[config.mk]
export PLATFORM = sky130hd
export DESIGN_NAME = level_ctrl
export DESIGN_NICKNAME = d
export VERILOG_FILES = /design/src/level_ctrl_pkg.sv /design/src/peak_if.sv /design/src/level_ctrl.sv /design/src/peak_detector.sv
export SDC_FILE = /design/constraint.sdc
export NUM_CORES = 2
export LEC_CHECK = 0
export BUFFER_PORTS_ARGS = -buffer_cell sky130_fd_sc_hd__buf_4
export CAP_MARGIN = 20
export CORE_UTILIZATION = 35
export DETAILED_ROUTE_END_ITERATION = 8
export HOLD_SLACK_MARGIN = 0.15
export PLACE_DENSITY = 0.59
export SYNTH_ARGS = -nofsm -noshare
export SYNTH_HDL_FRONTEND = slang
export SYNTH_HIERARCHICAL = 1
export SYNTH_SLANG_ARGS = --single-unit
[constraint.sdc]
create_clock -name aclk -period 9.7 [get_ports aclk]
set_clock_uncertainty 0.05 [all_clocks]
set_input_delay 0.485 -clock aclk [delete_from_list [all_inputs] [get_ports aclk]]
set_output_delay 0.485 -clock aclk [all_outputs]
set_load 0.02 [all_outputs]
[src/level_ctrl_pkg.sv]
// Constants, register layout and level tables for the level control block.
// Assumes a 50 MHz clock and a decimated sample stream on the same clock.
//
// Notes on behaviour
// - Normal mode caps gain at max-gain field
// - Limiter caps gain at gain on entry
// - Loop gain never below min-gain field; manual gains not clamped
// - Enable field picks right, left or both
// - Target field sets level in 1.5dB steps
// - Above target, step gain down at attack pace
// - Stop reduction 1.5dB below target
// - Well below target, raise gain at decay pace
// - Increase only after below target for hold
// - Hold time doubles per code, capped
// - Attack step time doubles per code
// - Decay step time doubles, limiter faster
// - Mode bit plus enable selects limiter mode
// - Above 87.5% ramp down at fastest rate
// - Asserted noise gate freezes gain increases
// - Gate compares input-referred level to threshold
// - Noise gate only in active normal mode
// - Disabled amplifier keeps last applied gain
// - Instantaneous or averaged peak compared to target
// - Readback of gains and detector levels
// - Peak loads larger samples, otherwise decays
package level_ctrl_pkg;

   // ==========================================================
   // Register map
   localparam logic [5:0] IDX_LIMITS     = 6'h20;
   localparam logic [5:0] IDX_HOLD_TGT   = 6'h21;
   localparam logic [5:0] IDX_MODE_AD    = 6'h22;
   localparam logic [5:0] IDX_GATE       = 6'h23;
   localparam logic [5:0] IDX_MANUAL     = 6'h24;
   localparam logic [5:0] IDX_GAIN_RD    = 6'h25;
   localparam logic [5:0] IDX_PEAK_RD    = 6'h26;
   localparam logic [5:0] IDX_PP_RD      = 6'h27;

   localparam logic [8:0]  RST_LIMITS    = 9'h038;
   localparam logic [8:0]  RST_HOLD_TGT  = 9'h00b;
   localparam logic [8:0]  RST_MODE_AD   = 9'h032;
   localparam logic [8:0]  RST_GATE      = 9'h000;
   localparam logic [17:0] RST_MANUAL    = 18'h00000;

   localparam logic [1:0] RESP_OKAY      = 2'h0;
   localparam logic [1:0] RESP_SLVERR    = 2'h2;

   // ==========================================================
   // Field positions
   localparam int MIN_LSB   = 0;
   localparam int MAX_LSB   = 3;
   localparam int EN_LSB    = 7;
   localparam int TGT_LSB   = 0;
   localparam int HOLD_LSB  = 4;
   localparam int ATK_LSB   = 0;
   localparam int DCY_LSB   = 4;
   localparam int MODE_BIT  = 8;
   localparam int GTH_LSB   = 0;
   localparam int GEN_BIT   = 3;
   localparam int MAN_L_LSB = 0;
   localparam int MAN_R_LSB = 8;
   localparam int BOOST_L   = 16;
   localparam int BOOST_R   = 17;

   // ==========================================================
   // Timing
   localparam int CLK_PERIOD_NS   = 20;
   localparam int ATK_NORM_NS     = 125000;
   localparam int ATK_LIM_NS      = 31000;
   localparam int DCY_NORM_NS     = 500000;
   localparam int DCY_LIM_NS      = 125000;
   localparam int HOLD_BASE_NS    = 1000000;
   localparam int ATK_NORM_CYC    = (ATK_NORM_NS + CLK_PERIOD_NS - 1) / CLK_PERIOD_NS;
   localparam int ATK_LIM_CYC     = (ATK_LIM_NS + CLK_PERIOD_NS - 1) / CLK_PERIOD_NS;
   localparam int DCY_NORM_CYC    = (DCY_NORM_NS + CLK_PERIOD_NS - 1) / CLK_PERIOD_NS;
   localparam int DCY_LIM_CYC     = (DCY_LIM_NS + CLK_PERIOD_NS - 1) / CLK_PERIOD_NS;
   localparam int HOLD_BASE_CYC   = (HOLD_BASE_NS + CLK_PERIOD_NS - 1) / CLK_PERIOD_NS;
   localparam logic [3:0] MAX_SHIFT = 4'ha;

   // ==========================================================
   // Levels, 16-bit magnitude, full scale 32767
   localparam logic [15:0] EMERG_LEVEL = 16'h7000;
   localparam int PEAK_DECAY_SHIFT = 10;
   localparam int AVG_SHIFT        = 6;
   localparam logic signed [10:0] GATE_Q0    = -11'sd52;
   localparam logic signed [10:0] BOOST_Q    = 11'sd27;
   localparam logic signed [10:0] GAIN_Q0    = 11'sd16;

   typedef enum logic [4:0] {
      ST_IDLE   = 5'b00001,
      ST_HOLD   = 5'b00010,
      ST_ATTACK = 5'b00100,
      ST_DECAY  = 5'b01000,
      ST_EMERG  = 5'b10000
   } alc_state_e;

   // Index i is -24dBFS + 1.5dB * i
   function automatic logic [15:0] level_lin(input logic [4:0] i);
      case (i)
         5'h00:   level_lin = 16'h0814;
         5'h01:   level_lin = 16'h0999;
         5'h02:   level_lin = 16'h0b69;
         5'h03:   level_lin = 16'h0d8f;
         5'h04:   level_lin = 16'h101d;
         5'h05:   level_lin = 16'h1327;
         5'h06:   level_lin = 16'h16c3;
         5'h07:   level_lin = 16'h1b0e;
         5'h08:   level_lin = 16'h2027;
         5'h09:   level_lin = 16'h2637;
         5'h0a:   level_lin = 16'h2d6b;
         5'h0b:   level_lin = 16'h35fa;
         5'h0c:   level_lin = 16'h4027;
         5'h0d:   level_lin = 16'h4c3f;
         5'h0e:   level_lin = 16'h5a9e;
         5'h0f:   level_lin = 16'h6bb3;
         default: level_lin = 16'h7fff;
      endcase
   endfunction

endpackage

[src/peak_if.sv]
// Carries one channel's samples into a detector and its levels back out.
// Assumes all signals live on the block clock.
`timescale 1ns/1ps
interface peak_if;
   logic               strobe;
   logic signed [23:0] smp;
   logic [15:0]        mag;
   logic [15:0]        peak;
   logic [15:0]        avg;
   logic [15:0]        pp;

   modport det (input strobe, smp, output mag, peak, avg, pp);
   modport ctl (output strobe, smp, input mag, peak, avg, pp);
endinterface

[src/level_ctrl.sv]
// Automatic level control: AXI4-Lite registers, gain loop, gain outputs.
// Assumes samples and amplifier status arrive from logic on aclk.
`timescale 1ns/1ps
module level_ctrl
   import level_ctrl_pkg::*;
#(
   parameter logic [31:0] ATK_NORM_CYCLES = 32'(ATK_NORM_CYC),
   parameter logic [31:0] ATK_LIM_CYCLES  = 32'(ATK_LIM_CYC),
   parameter logic [31:0] DCY_NORM_CYCLES = 32'(DCY_NORM_CYC),
   parameter logic [31:0] DCY_LIM_CYCLES  = 32'(DCY_LIM_CYC),
   parameter logic [31:0] HOLD_CYCLES     = 32'(HOLD_BASE_CYC)
)(
   input  wire logic        aclk,
   input  wire logic        aresetn,
   input  wire logic        ce,
   input  wire logic [7:0]  awaddr,
   input  wire logic        awvalid,
   output wire logic        awready,
   input  wire logic [31:0] wdata,
   input  wire logic [3:0]  wstrb,
   input  wire logic        wvalid,
   output wire logic        wready,
   output wire logic [1:0]  bresp,
   output wire logic        bvalid,
   input  wire logic        bready,
   input  wire logic [7:0]  araddr,
   input  wire logic        arvalid,
   output wire logic        arready,
   output wire logic [31:0] rdata,
   output wire logic [1:0]  rresp,
   output wire logic        rvalid,
   input  wire logic        rready,
   input  wire logic        sample_valid,
   input  wire logic [23:0] sample_left,
   input  wire logic [23:0] sample_right,
   input  wire logic        amp_on_left,
   input  wire logic        amp_on_right,
   output wire logic [5:0]  gain_left,
   output wire logic [5:0]  gain_right
);

   typedef struct packed {
      logic        awready;
      logic        wready;
      logic        bvalid;
      logic        arready;
      logic        rvalid;
      logic [1:0]  bresp;
      logic [1:0]  rresp;
      logic [31:0] rdata;
      logic        aw_have;
      logic        w_have;
      logic [7:0]  aw_addr;
      logic [31:0] w_data;
      logic [3:0]  w_strb;
      logic [8:0]  r_limits;
      logic [8:0]  r_hold_tgt;
      logic [8:0]  r_mode_ad;
      logic [8:0]  r_gate;
      logic [17:0] r_manual;
      alc_state_e  st;
      logic [5:0]  gain;
      logic [5:0]  lim_cap;
      logic        lim_prev;
      logic        act_prev;
      logic [31:0] timer;
      logic [5:0]  gain_l;
      logic [5:0]  gain_r;
   } state_s;

   state_s s_ff;
   state_s nxt_s;

   peak_if pl ();
   peak_if pr ();

   assign pl.strobe = sample_valid;
   assign pl.smp    = sample_left;
   assign pr.strobe = sample_valid;
   assign pr.smp    = sample_right;

   peak_detector u_det_l (
      .aclk    (aclk),
      .aresetn (aresetn),
      .ce      (ce),
      .p       (pl)
   );

   peak_detector u_det_r (
      .aclk    (aclk),
      .aresetn (aresetn),
      .ce      (ce),
      .p       (pr)
   );

   // ==========================================================
   // Helpers
   function automatic logic [31:0] merge(input logic [31:0] old, input logic [31:0] d,
                                         input logic [3:0] be);
      logic [31:0] r;
      r = old;
      for (int i = 0; i < 4; i++) begin
         if (be[i]) r[i*8 +: 8] = d[i*8 +: 8];
      end
      return r;
   endfunction

   function automatic logic [31:0] scaled(input logic [31:0] base, input logic [3:0] code);
      // Codes past the table end keep the longest step time
      return base << ((code > MAX_SHIFT) ? MAX_SHIFT : code);
   endfunction

   function automatic logic [3:0] msb_pos(input logic [15:0] v);
      logic [3:0] r;
      r = 4'h0;
      for (int i = 0; i < 16; i++) begin
         if (v[i]) r = 4'(i);
      end
      return r;
   endfunction

   // ==========================================================
   // Next state
   always_comb begin
      logic [1:0]         en;
      logic               act;
      logic               limiter;
      logic [15:0]        inst;
      logic [15:0]        avg;
      logic [15:0]        tgt;
      logic [15:0]        low;
      logic [5:0]         ceil;
      logic [5:0]         floor;
      logic [5:0]         g;
      logic               emerg;
      logic               over;
      logic               step_dn;
      logic               step_up;
      logic [31:0]        atk;
      logic [31:0]        dcy;
      logic [31:0]        hold;
      logic [3:0]         hcode;
      logic               boost;
      logic signed [10:0] lvl_q;
      logic signed [10:0] thr_q;
      logic               gate_on;

      nxt_s = s_ff;
      step_dn = 1'b0;
      step_up = 1'b0;

      // ======================================================
      // AXI4-Lite write channel
      if (awvalid && s_ff.awready) begin
         nxt_s.aw_have = 1'b1;
         nxt_s.aw_addr = awaddr;
      end
      if (wvalid && s_ff.wready) begin
         nxt_s.w_have = 1'b1;
         nxt_s.w_data = wdata;
         nxt_s.w_strb = wstrb;
      end
      if (s_ff.bvalid && bready) nxt_s.bvalid = 1'b0;
      if (s_ff.aw_have && s_ff.w_have && !s_ff.bvalid) begin
         nxt_s.aw_have = 1'b0;
         nxt_s.w_have  = 1'b0;
         nxt_s.bvalid  = 1'b1;
         nxt_s.bresp   = RESP_OKAY;
         case (s_ff.aw_addr[7:2])
            IDX_LIMITS:   nxt_s.r_limits   = 9'(merge(32'(s_ff.r_limits), s_ff.w_data, s_ff.w_strb));
            IDX_HOLD_TGT: nxt_s.r_hold_tgt = 9'(merge(32'(s_ff.r_hold_tgt), s_ff.w_data, s_ff.w_strb));
            IDX_MODE_AD:  nxt_s.r_mode_ad  = 9'(merge(32'(s_ff.r_mode_ad), s_ff.w_data, s_ff.w_strb));
            IDX_GATE:     nxt_s.r_gate     = 9'(merge(32'(s_ff.r_gate), s_ff.w_data, s_ff.w_strb));
            IDX_MANUAL:   nxt_s.r_manual   = 18'(merge(32'(s_ff.r_manual), s_ff.w_data, s_ff.w_strb));
            IDX_GAIN_RD, IDX_PEAK_RD, IDX_PP_RD: nxt_s.bresp = RESP_OKAY;
            default:      nxt_s.bresp = RESP_SLVERR;
         endcase
      end
      nxt_s.awready = !nxt_s.aw_have;
      nxt_s.wready  = !nxt_s.w_have;

      // ======================================================
      // AXI4-Lite read channel
      if (s_ff.rvalid && rready) nxt_s.rvalid = 1'b0;
      if (arvalid && s_ff.arready) begin
         nxt_s.rvalid = 1'b1;
         nxt_s.rresp  = RESP_OKAY;
         case (araddr[7:2])
            IDX_LIMITS:   nxt_s.rdata = 32'(s_ff.r_limits);
            IDX_HOLD_TGT: nxt_s.rdata = 32'(s_ff.r_hold_tgt);
            IDX_MODE_AD:  nxt_s.rdata = 32'(s_ff.r_mode_ad);
            IDX_GATE:     nxt_s.rdata = 32'(s_ff.r_gate);
            IDX_MANUAL:   nxt_s.rdata = 32'(s_ff.r_manual);
            IDX_GAIN_RD:  nxt_s.rdata = {11'h000, s_ff.st, 2'h0, s_ff.gain_r, 2'h0, s_ff.gain_l};
            IDX_PEAK_RD:  nxt_s.rdata = {pr.avg, pl.avg};
            IDX_PP_RD:    nxt_s.rdata = {pr.pp, pl.pp};
            default: begin
               nxt_s.rdata = 32'h0000_0000;
               nxt_s.rresp = RESP_SLVERR;
            end
         endcase
      end
      nxt_s.arready = !nxt_s.rvalid;

      // ======================================================
      // Level decisions
      en      = s_ff.r_limits[EN_LSB +: 2];
      act     = (en != 2'b00);
      limiter = s_ff.r_mode_ad[MODE_BIT] && act;
      // Stereo loop: the louder enabled channel drives one shared gain
      inst = 16'h0000;
      avg  = 16'h0000;
      if (en[1]) begin
         inst = pl.mag;
         avg  = pl.avg;
      end
      if (en[0] && pr.mag > inst) inst = pr.mag;
      if (en[0] && pr.avg > avg) avg = pr.avg;
      tgt   = level_lin(5'(s_ff.r_hold_tgt[TGT_LSB +: 4]) + 5'h01);
      low   = level_lin(5'(s_ff.r_hold_tgt[TGT_LSB +: 4]));
      emerg = inst > EMERG_LEVEL;
      over  = inst > tgt;
      floor = {s_ff.r_limits[MIN_LSB +: 3], 3'b000};
      if (limiter) ceil = s_ff.lim_prev ? s_ff.lim_cap : s_ff.gain;
      else ceil = {s_ff.r_limits[MAX_LSB +: 3], 3'b111};
      atk = scaled(limiter ? ATK_LIM_CYCLES : ATK_NORM_CYCLES, s_ff.r_mode_ad[ATK_LSB +: 4]);
      dcy = scaled(limiter ? DCY_LIM_CYCLES : DCY_NORM_CYCLES, s_ff.r_mode_ad[DCY_LSB +: 4]);
      hcode = s_ff.r_hold_tgt[HOLD_LSB +: 4];
      hold  = (hcode == 4'h0) ? 32'h0000_0000 : scaled(HOLD_CYCLES, hcode);

      boost = (en[1] && s_ff.r_manual[BOOST_L]) || (en[0] && s_ff.r_manual[BOOST_R]);
      lvl_q = (11'(msb_pos(avg)) - 11'sd15) * 11'sd8 - (11'(s_ff.gain) - GAIN_Q0)
              - (boost ? BOOST_Q : 11'sd0);
      thr_q = GATE_Q0 - 11'(s_ff.r_gate[GTH_LSB +: 3]) * 11'sd8;
      gate_on = s_ff.r_gate[GEN_BIT] && act && !limiter && (lvl_q < thr_q);

      if (s_ff.timer != 32'h0000_0000) nxt_s.timer = s_ff.timer - 32'h0000_0001;

      // ======================================================
      // Gain loop
      case (s_ff.st)
         ST_IDLE: begin
            if (act) begin
               nxt_s.st    = ST_HOLD;
               nxt_s.timer = hold;
            end
         end
         ST_HOLD: begin
            if (emerg) begin
               nxt_s.st    = ST_EMERG;
               nxt_s.timer = ATK_LIM_CYCLES;
            end else if (over) begin
               nxt_s.st    = ST_ATTACK;
               nxt_s.timer = atk;
            end else if (avg >= tgt) begin
               nxt_s.timer = hold;
            end else if (s_ff.timer == 32'h0000_0000 && avg <= low) begin
               nxt_s.st    = ST_DECAY;
               nxt_s.timer = dcy;
            end
         end
         ST_ATTACK: begin
            if (emerg) begin
               nxt_s.st    = ST_EMERG;
               nxt_s.timer = ATK_LIM_CYCLES;
            end else if (avg <= low) begin
               nxt_s.st    = ST_HOLD;
               nxt_s.timer = hold;
            end else if (s_ff.timer == 32'h0000_0000) begin
               step_dn     = 1'b1;
               nxt_s.timer = atk;
            end
         end
         ST_DECAY: begin
            if (emerg) begin
               nxt_s.st    = ST_EMERG;
               nxt_s.timer = ATK_LIM_CYCLES;
            end else if (over) begin
               nxt_s.st    = ST_ATTACK;
               nxt_s.timer = atk;
            end else if (avg > low) begin
               nxt_s.st    = ST_HOLD;
               nxt_s.timer = hold;
            end else if (s_ff.timer == 32'h0000_0000) begin
               step_up     = !gate_on;
               nxt_s.timer = dcy;
            end
         end
         ST_EMERG: begin
            if (!emerg) begin
               nxt_s.st    = ST_ATTACK;
               nxt_s.timer = atk;
            end else if (s_ff.timer == 32'h0000_0000) begin
               step_dn     = 1'b1;
               nxt_s.timer = ATK_LIM_CYCLES;
            end
         end
         default: nxt_s.st = ST_IDLE;
      endcase
      if (!act) nxt_s.st = ST_IDLE;

      // Loop starts from the gain already applied, so no jump on enable
      g = s_ff.gain;
      if (act && !s_ff.act_prev) g = en[1] ? s_ff.gain_l : s_ff.gain_r;
      if (step_dn && g != 6'h00) g = g - 6'h01;
      if (step_up && g != 6'h3f) g = g + 6'h01;
      if (act) begin
         if (g > ceil) g = ceil;
         if (g < floor) g = floor;
      end
      nxt_s.gain     = g;
      nxt_s.act_prev = act;
      nxt_s.lim_prev = limiter;
      if (limiter && !s_ff.lim_prev) nxt_s.lim_cap = s_ff.gain;

      // ======================================================
      // Applied gains
      if (amp_on_left) begin
         nxt_s.gain_l = en[1] ? g : s_ff.r_manual[MAN_L_LSB +: 6];
      end
      if (amp_on_right) begin
         nxt_s.gain_r = en[0] ? g : s_ff.r_manual[MAN_R_LSB +: 6];
      end
      // Amplifier off: applied gain frozen at its last value
   end

   always_ff @(posedge aclk) begin
      if (!aresetn) begin
         s_ff            <= '0;
         s_ff.r_limits   <= RST_LIMITS;
         s_ff.r_hold_tgt <= RST_HOLD_TGT;
         s_ff.r_mode_ad  <= RST_MODE_AD;
         s_ff.r_gate     <= RST_GATE;
         s_ff.r_manual   <= RST_MANUAL;
         s_ff.st         <= ST_IDLE;
      end else if (ce) begin
         s_ff <= nxt_s;
      end
   end

   assign awready    = s_ff.awready;
   assign wready     = s_ff.wready;
   assign bvalid     = s_ff.bvalid;
   assign bresp      = s_ff.bresp;
   assign arready    = s_ff.arready;
   assign rvalid     = s_ff.rvalid;
   assign rdata      = s_ff.rdata;
   assign rresp      = s_ff.rresp;
   assign gain_left  = s_ff.gain_l;
   assign gain_right = s_ff.gain_r;
endmodule

[src/peak_detector.sv]
// Per-channel peak, averaged peak and peak-to-peak detector.
// Assumes strobe marks one decimated sample on the block clock.
`timescale 1ns/1ps
module peak_detector
   import level_ctrl_pkg::*;
(
   input wire logic aclk,
   input wire logic aresetn,
   input wire logic ce,
   peak_if.det      p
);
   typedef struct packed {
      logic [15:0]        mag;
      logic [15:0]        peak;
      logic [15:0]        avg;
      logic signed [15:0] hi;
      logic signed [15:0] lo;
   } det_s;

   det_s s_ff;
   det_s nxt_s;

   // ==========================================================
   // Detector update
   always_comb begin
      logic signed [15:0] s16;
      logic [15:0]        d;
      s16 = p.smp[23:8];
      d = 16'h0000;
      nxt_s = s_ff;
      if (p.strobe) begin
         // Saturate so the most negative code has a magnitude
         if (s16 == -16'sd32768) nxt_s.mag = 16'h7fff;
         else if (s16 < 0) nxt_s.mag = 16'(-s16);
         else nxt_s.mag = 16'(s16);
         if (nxt_s.mag > s_ff.peak) begin
            nxt_s.peak = nxt_s.mag;
         end else if (s_ff.peak != 16'h0000) begin
            d = s_ff.peak >> PEAK_DECAY_SHIFT;
            nxt_s.peak = s_ff.peak - ((d == 16'h0000) ? 16'h0001 : d);
         end
         if (s_ff.avg < s_ff.peak) begin
            d = (s_ff.peak - s_ff.avg) >> AVG_SHIFT;
            nxt_s.avg = s_ff.avg + ((d == 16'h0000) ? 16'h0001 : d);
         end else if (s_ff.avg > s_ff.peak) begin
            d = (s_ff.avg - s_ff.peak) >> AVG_SHIFT;
            nxt_s.avg = s_ff.avg - ((d == 16'h0000) ? 16'h0001 : d);
         end
         if (s16 > s_ff.hi) nxt_s.hi = s16;
         else if (s_ff.hi > s_ff.lo) nxt_s.hi = s_ff.hi - 16'sd1;
         if (s16 < s_ff.lo) nxt_s.lo = s16;
         else if (s_ff.lo < s_ff.hi) nxt_s.lo = s_ff.lo + 16'sd1;
      end
   end

   always_ff @(posedge aclk) begin
      if (!aresetn) s_ff <= '0;
      else if (ce) s_ff <= nxt_s;
   end

   assign p.mag  = s_ff.mag;
   assign p.peak = s_ff.peak;
   assign p.avg  = s_ff.avg;
   assign p.pp   = (s_ff.hi > s_ff.lo) ? 16'(17'(s_ff.hi) - 17'(s_ff.lo)) : 16'h0000;
endmodule

# Yosys cells after proc, flatten, opt, wreduce, memory -nomap -nowiden
# Memory sizes are Yosys's and may differ from the RTL's. A register that Yosys moved wholly into a read port is not among the register bits.
# Cells that the tools add are included.
# Widths: inputs -> output; s select.
# totals
elab_cells	333
reg_bits	349
romBits	480
mem_count	2
# classes
n_mux	119
addsub	27
n_eq_ne	29
n_shift	3
n_lt_le_gt_ge	29
reduce_logical	82
# mem_list
name	words	width	rd	rd_clocked_by_memory_dff	wr	line	text
(name not given)	16	15	1	0	0	level_ctrl_pkg.sv:99	case (i)
(name not given)	16	15	1	1	0	level_ctrl_pkg.sv:99	
# op_table
op	count
$mux 32	16
$mux 16	29
$pmux 32 s8	1
$gt 16x16->1	12
$pmux 32 s5	1
$sub 16x16->16	10
$eq 6x6->1 const B	16
$logic_not 16->1	6
$lt 16x16->1	6
$mux 6	14
$mux 4	19
$mux 5	12
$reduce_and 4->1	11
$mux 10	4
$add 16x16->16	2
$add 16x2->16 const B	2
$eq 16x16->1 const B	2
$logic_not 32->1	1
$lt 16x1->1 const B	2
$neg 16->16	2
$reduce_bool 16->1	2
$reduce_bool 32->1	1
$shl 13x4->32	1
$shl 15x4->32	1
other kinds (43)	116

# Logic depth before layout (Yosys ltp)
# depth
ltp_word	39
ltp_mapped	52
ltp_nobuf	47

# Cells and area by module
# Netlist, hierarchy kept.
# modules_own_cells
module	instances	area_per_inst_um2	seq_area_each_um2	cells_each
level_ctrl	1	18956.9	4003.8	2584
peak_detector (u_det_r)	1	9359.0	1601.5	1239
peak_detector (u_det_l)	1	8987.4	1601.5	1229

# Least setup slack after synthesis
# OpenSTA, ideal clock, no wires.
# synth_timing
path_type	reg-to-reg
startpoint	register s_ff[116] (netlist name)
endpoint	register s_ff[56] (netlist name)
setup_slack_ns	-0.779
t_arrival_ns	10.341
stages_incl_launch_ff	47
synth_period_minus_slack_ns	10.479
path_buffers	3
setup_time_ns	0.087
t_required_ns	9.563
path_cell_list	dfxtp_1 -> clkbuf_1 -> clkbuf_1 -> clkbuf_1 -> nand2_1 -> ha_1 -> nand4_1 -> or3_1 -> o32a_1 -> a21oi_1 -> mux2i_1 -> o221ai_1 -> a21oi_1 -> o21bai_1 -> a21oi_1 -> o21bai_1 -> a21oi_1 -> o21bai_1 -> [11 not listed] -> nor3b_1 -> o21ai_1 -> mux2_2 -> ha_1 -> nor2b_1 -> o21a_1 -> o21a_1 -> o21a_1 -> o21a_1 -> o32ai_1 -> o21ai_0 -> ha_1 -> a21oi_1 -> nand2_1 -> nor3b_1 -> a31oi_2 -> mux2i_1 -> o31ai_1
# synth_between
elab_chain_len	38
elab_cells_between_ends	68
cone_classes	5 x add/sub; 9 x order compare; 1 x eq/ne; 38 x mux; 15 x reduce/logical
# synth_lines
item	line	text
from (decl)	level_ctrl.sv:71	state_s s_ff;
from (signal assigned)	level_ctrl.sv:337	s_ff <= nxt_s;
$mux 16	level_ctrl.sv:213	if (en[1]) begin
$gt 16x16->1	level_ctrl.sv:218	if (en[0] && pr.avg > avg) avg = pr.avg;
$logic_and 1x1->1	level_ctrl.sv:218	
$mux 16	level_ctrl.sv:218	
$mux 1	level_ctrl.sv:117	if (v[i]) r = 4'(i);
$mux 4 (14 in series)	level_ctrl.sv:117	
$sub 4x4->5	level_ctrl.sv:232	lvl_q = (11'(msb_pos(avg)) - 11'sd15) * 11'sd8 - (11'(s_ff.gain) - GAIN_Q0)
$sub 8x7->9	level_ctrl.sv:232	
[9 not listed]	n/a	
$logic_and 1x1->1	level_ctrl.sv:306	if (step_up && g != 6'h3f) g = g + 6'h01;
$mux 6	level_ctrl.sv:306	
$gt 6x6->1	level_ctrl.sv:308	if (g > ceil) g = ceil;
$mux 6	level_ctrl.sv:308	
$mux 6	level_ctrl.sv:307	if (act) begin
$lt 6x6->1	level_ctrl.sv:309	if (g < floor) g = floor;
$mux 6	level_ctrl.sv:309	
$mux 6 (*)	level_ctrl.sv:307	
# Every way passes the cells marked *; elsewhere a longest branch is shown, timed or not. The select of a mux whose other input is x is not followed.
# A chain may end at the register's enable or synchronous reset.

# Worst setup path in the final report
# Same ends and word-level chain as after synthesis.

==> results.json <==
{
  "rsz0062_at_grt": "true",
  "first_pass_iters": 7,
  "ir_drop_v": 0.000232,
  "drtIter0Drc": 4049,
  "dpl-instance-area_sq_mm": 0.0388,
  "critPathLaunchType": "register",
  "finalCriticalPeriod_ns": 9.70,
  "setup_viol": 0,
  "vias_per_cell": 5.95,
  "leakagePower_nw": 16.7,
  "p_per_area_mw_per_mm2": 246,
  "worstHoldStart": "sample_right[17]",
  "fp.dieH_um": 327,
  "crit_arrival_ns": 10.15,
  "timing.rr.start": "s_ff[116]$_SDFFE_PN0P_",
  "syn2layout_area_growth_pct": 11.5,
  "crit_top_cell": "o21a_1",
  "path_max_fanout": 25,
  "crit_start": "s_ff[116]$_SDFFE_PN0P_",
  "num_rows": 119,
  "relSlewSlack": 0.256,
  "ctsLongestPathBuffers": 3,
  "grt_pass1_vias": 34813,
  "total_power_mw": 10.2,
  "grt_first_pass_wirelength_um": 208000,
  "drive_gt1_frac": 0.104,
  "fin_crit_sh": 1.00,
  "layout.nets": 5466,
  "post-place-ws_ns": -0.207,
  "hold_path.class": "input pin to register",
  "grt_overflow": 0,
  "drt-total-wl_um": 138000,
  "tightest_slew_ns": 1.11,
  "syn_area_sq_mm": 0.0371,
  "critPathKind": "register to register",
  "fill_cells": 10989,
  "synth_area_per_cell_sq_um": 7.38,
  "start_util": 0.353,
  "port_buffers": 126,
  "drcViolationCount": 0,
  "htreeDepth": 2,
  "finalInstanceArea_sq_mm": 0.0413,
  "layoutNonFillerInstCount": 6399,
  "netlist_instances": 5020,
  "clock-sinks": 360,
  "cts_tree": "done",
  "via_count": 38060,
  "setup_ws_ns": 0.00351,
  "root_buffer": "clkbuf_16",
  "die_w_um": 327,
  "end_kind": "register",
  "cts_buffers": 46,
  "wl_per_cell_um": 21.5,
  "antenna_found_initial": 3,
  "dieArea_sq_mm": 0.107,
  "grt_start_max_net_pins": 170,
  "clock_latency_ns": 0.63,
  "max_cap_viol_count": 0,
  "core_area_sq_mm": 0.105,
  "slowest_stage": "a2111oi_0",
  "worst_hold_slack_ns": 0.188,
  "dpl.hpwl_um": 103000,
  "fin_util": 0.393,
  "place_congestion": 0.963,
  "outcome": "complete, no violations",
  "cpPeakStageDelay_ns": 0.69,
  "max_freq_mhz": 103,
  "cp.required_ns": 10.15,
  "place_inst": 6257,
  "timing.final.max_slew_violations": 0,
  "grtUsageTotal": 0.245,
  "antenna_left": 0,
  "ios": 164,
  "final-hold-violation-count": 0,
  "setup-tns-final_ns": 0,
  "clk_pin_slew_ns": 0.06,
  "yosysWarnings": 6
}
placed cells by master, fill, tap and decap left out, types with 16 or more instances in the layout:
master           n
a21o_1          64
o211ai_1        70
o21ai_0        326
nand4_1         76
nor2_1         412
buf_4          250
o221ai_1        36
xnor2_1         75
and3_1          44
xor2_1          68
o2111ai_1       17
nand3b_1        22
and2_1          63
o31ai_1         22
o22ai_1         43
o21ai_1         16
a22oi_1         35
clkbuf_16       47
nor2b_1        111
nor3_1         149
a21oi_1        361
mux2_2          22
a211oi_1        70
a31oi_1         78
nand2b_1        51
dfxtp_1        359
o21a_1          61
nand2_1        509
ha_1           365
inv_1          277
nor4_1          40
or3_1           36
dlygate4sd3_1   32
mux2i_1        140
a21boi_0        56
o32ai_1         17
a221oi_1        17
nand3_1        117
worst paths after layout:
kind	endpoint	depth (start not counted)	slack [ns]
worst max-delay path	s_ff[56]$_SDFFE_PN0P_	42	0.004
worst min-delay path	u_det_r/s_ff[25]$_SDFFE_PN0P_	3	0.19
worst max register to register	s_ff[56]$_SDFFE_PN0P_	42	0.004
worst min register to register	s_ff[119]$_SDFFE_PN0P_	2	0.42
worst max-delay path: cells and delay by family (launching register included):
family | cells | cell delay (ns)
compound gates | 19 | 3.90
simple gates | 8 | 1.64
mux | 5 | 1.52
fa+ha+maj | 5 | 1.34
buf+inv | 5 | 0.69
flops | 1 | 0.41
area by class of cell:
cell class                 count  area [sq um]  share of cell area
tap                         1391          1740              0.0421
clock inverter                23           325             0.00787
multi-input combinational   3984         27300               0.661
sequential                   360          7210               0.174
timing repair buffer         293          2360              0.0570
inverter                     284          1070              0.0259
antenna                        2          5.00            0.000121
clock buffer                  62          1290              0.0312
metal layers:
layer	global-route usage	wire length, um
met1	0.332	60800
met2	0.382	60300
met3	0.0424	11000
met4	0.0961	5580
met5	0	31
power breakdown:
part           switching [mW]  internal [mW]
logic                    3.86           2.64
clock network           0.771           1.10
registers               0.171           1.61
total                    4.80           5.36
state kept, by name (all words and copies together), names as in the netlist, 16 cells and up, named ones only:
signal          count
s_ff              134
rdata              32
u_det_l/s_ff       32
u_det_r/s_ff       32
u_det_l/p.avg      16
u_det_l/p.mag      16
u_det_l/p.peak     16
u_det_r/p.avg      16
u_det_r/p.mag      16
u_det_r/p.peak     16
repair_timing:
action,in CTS,in global routing
gates cloned,0,1
hold buffers,32,0
gates resized for setup,11,73
endpoints found under the setup margin,15,18
pin swaps,1,31
setup buffers,2,17
endpoints found under the hold margin,32,0
Power figures use the tool's default switching activity.
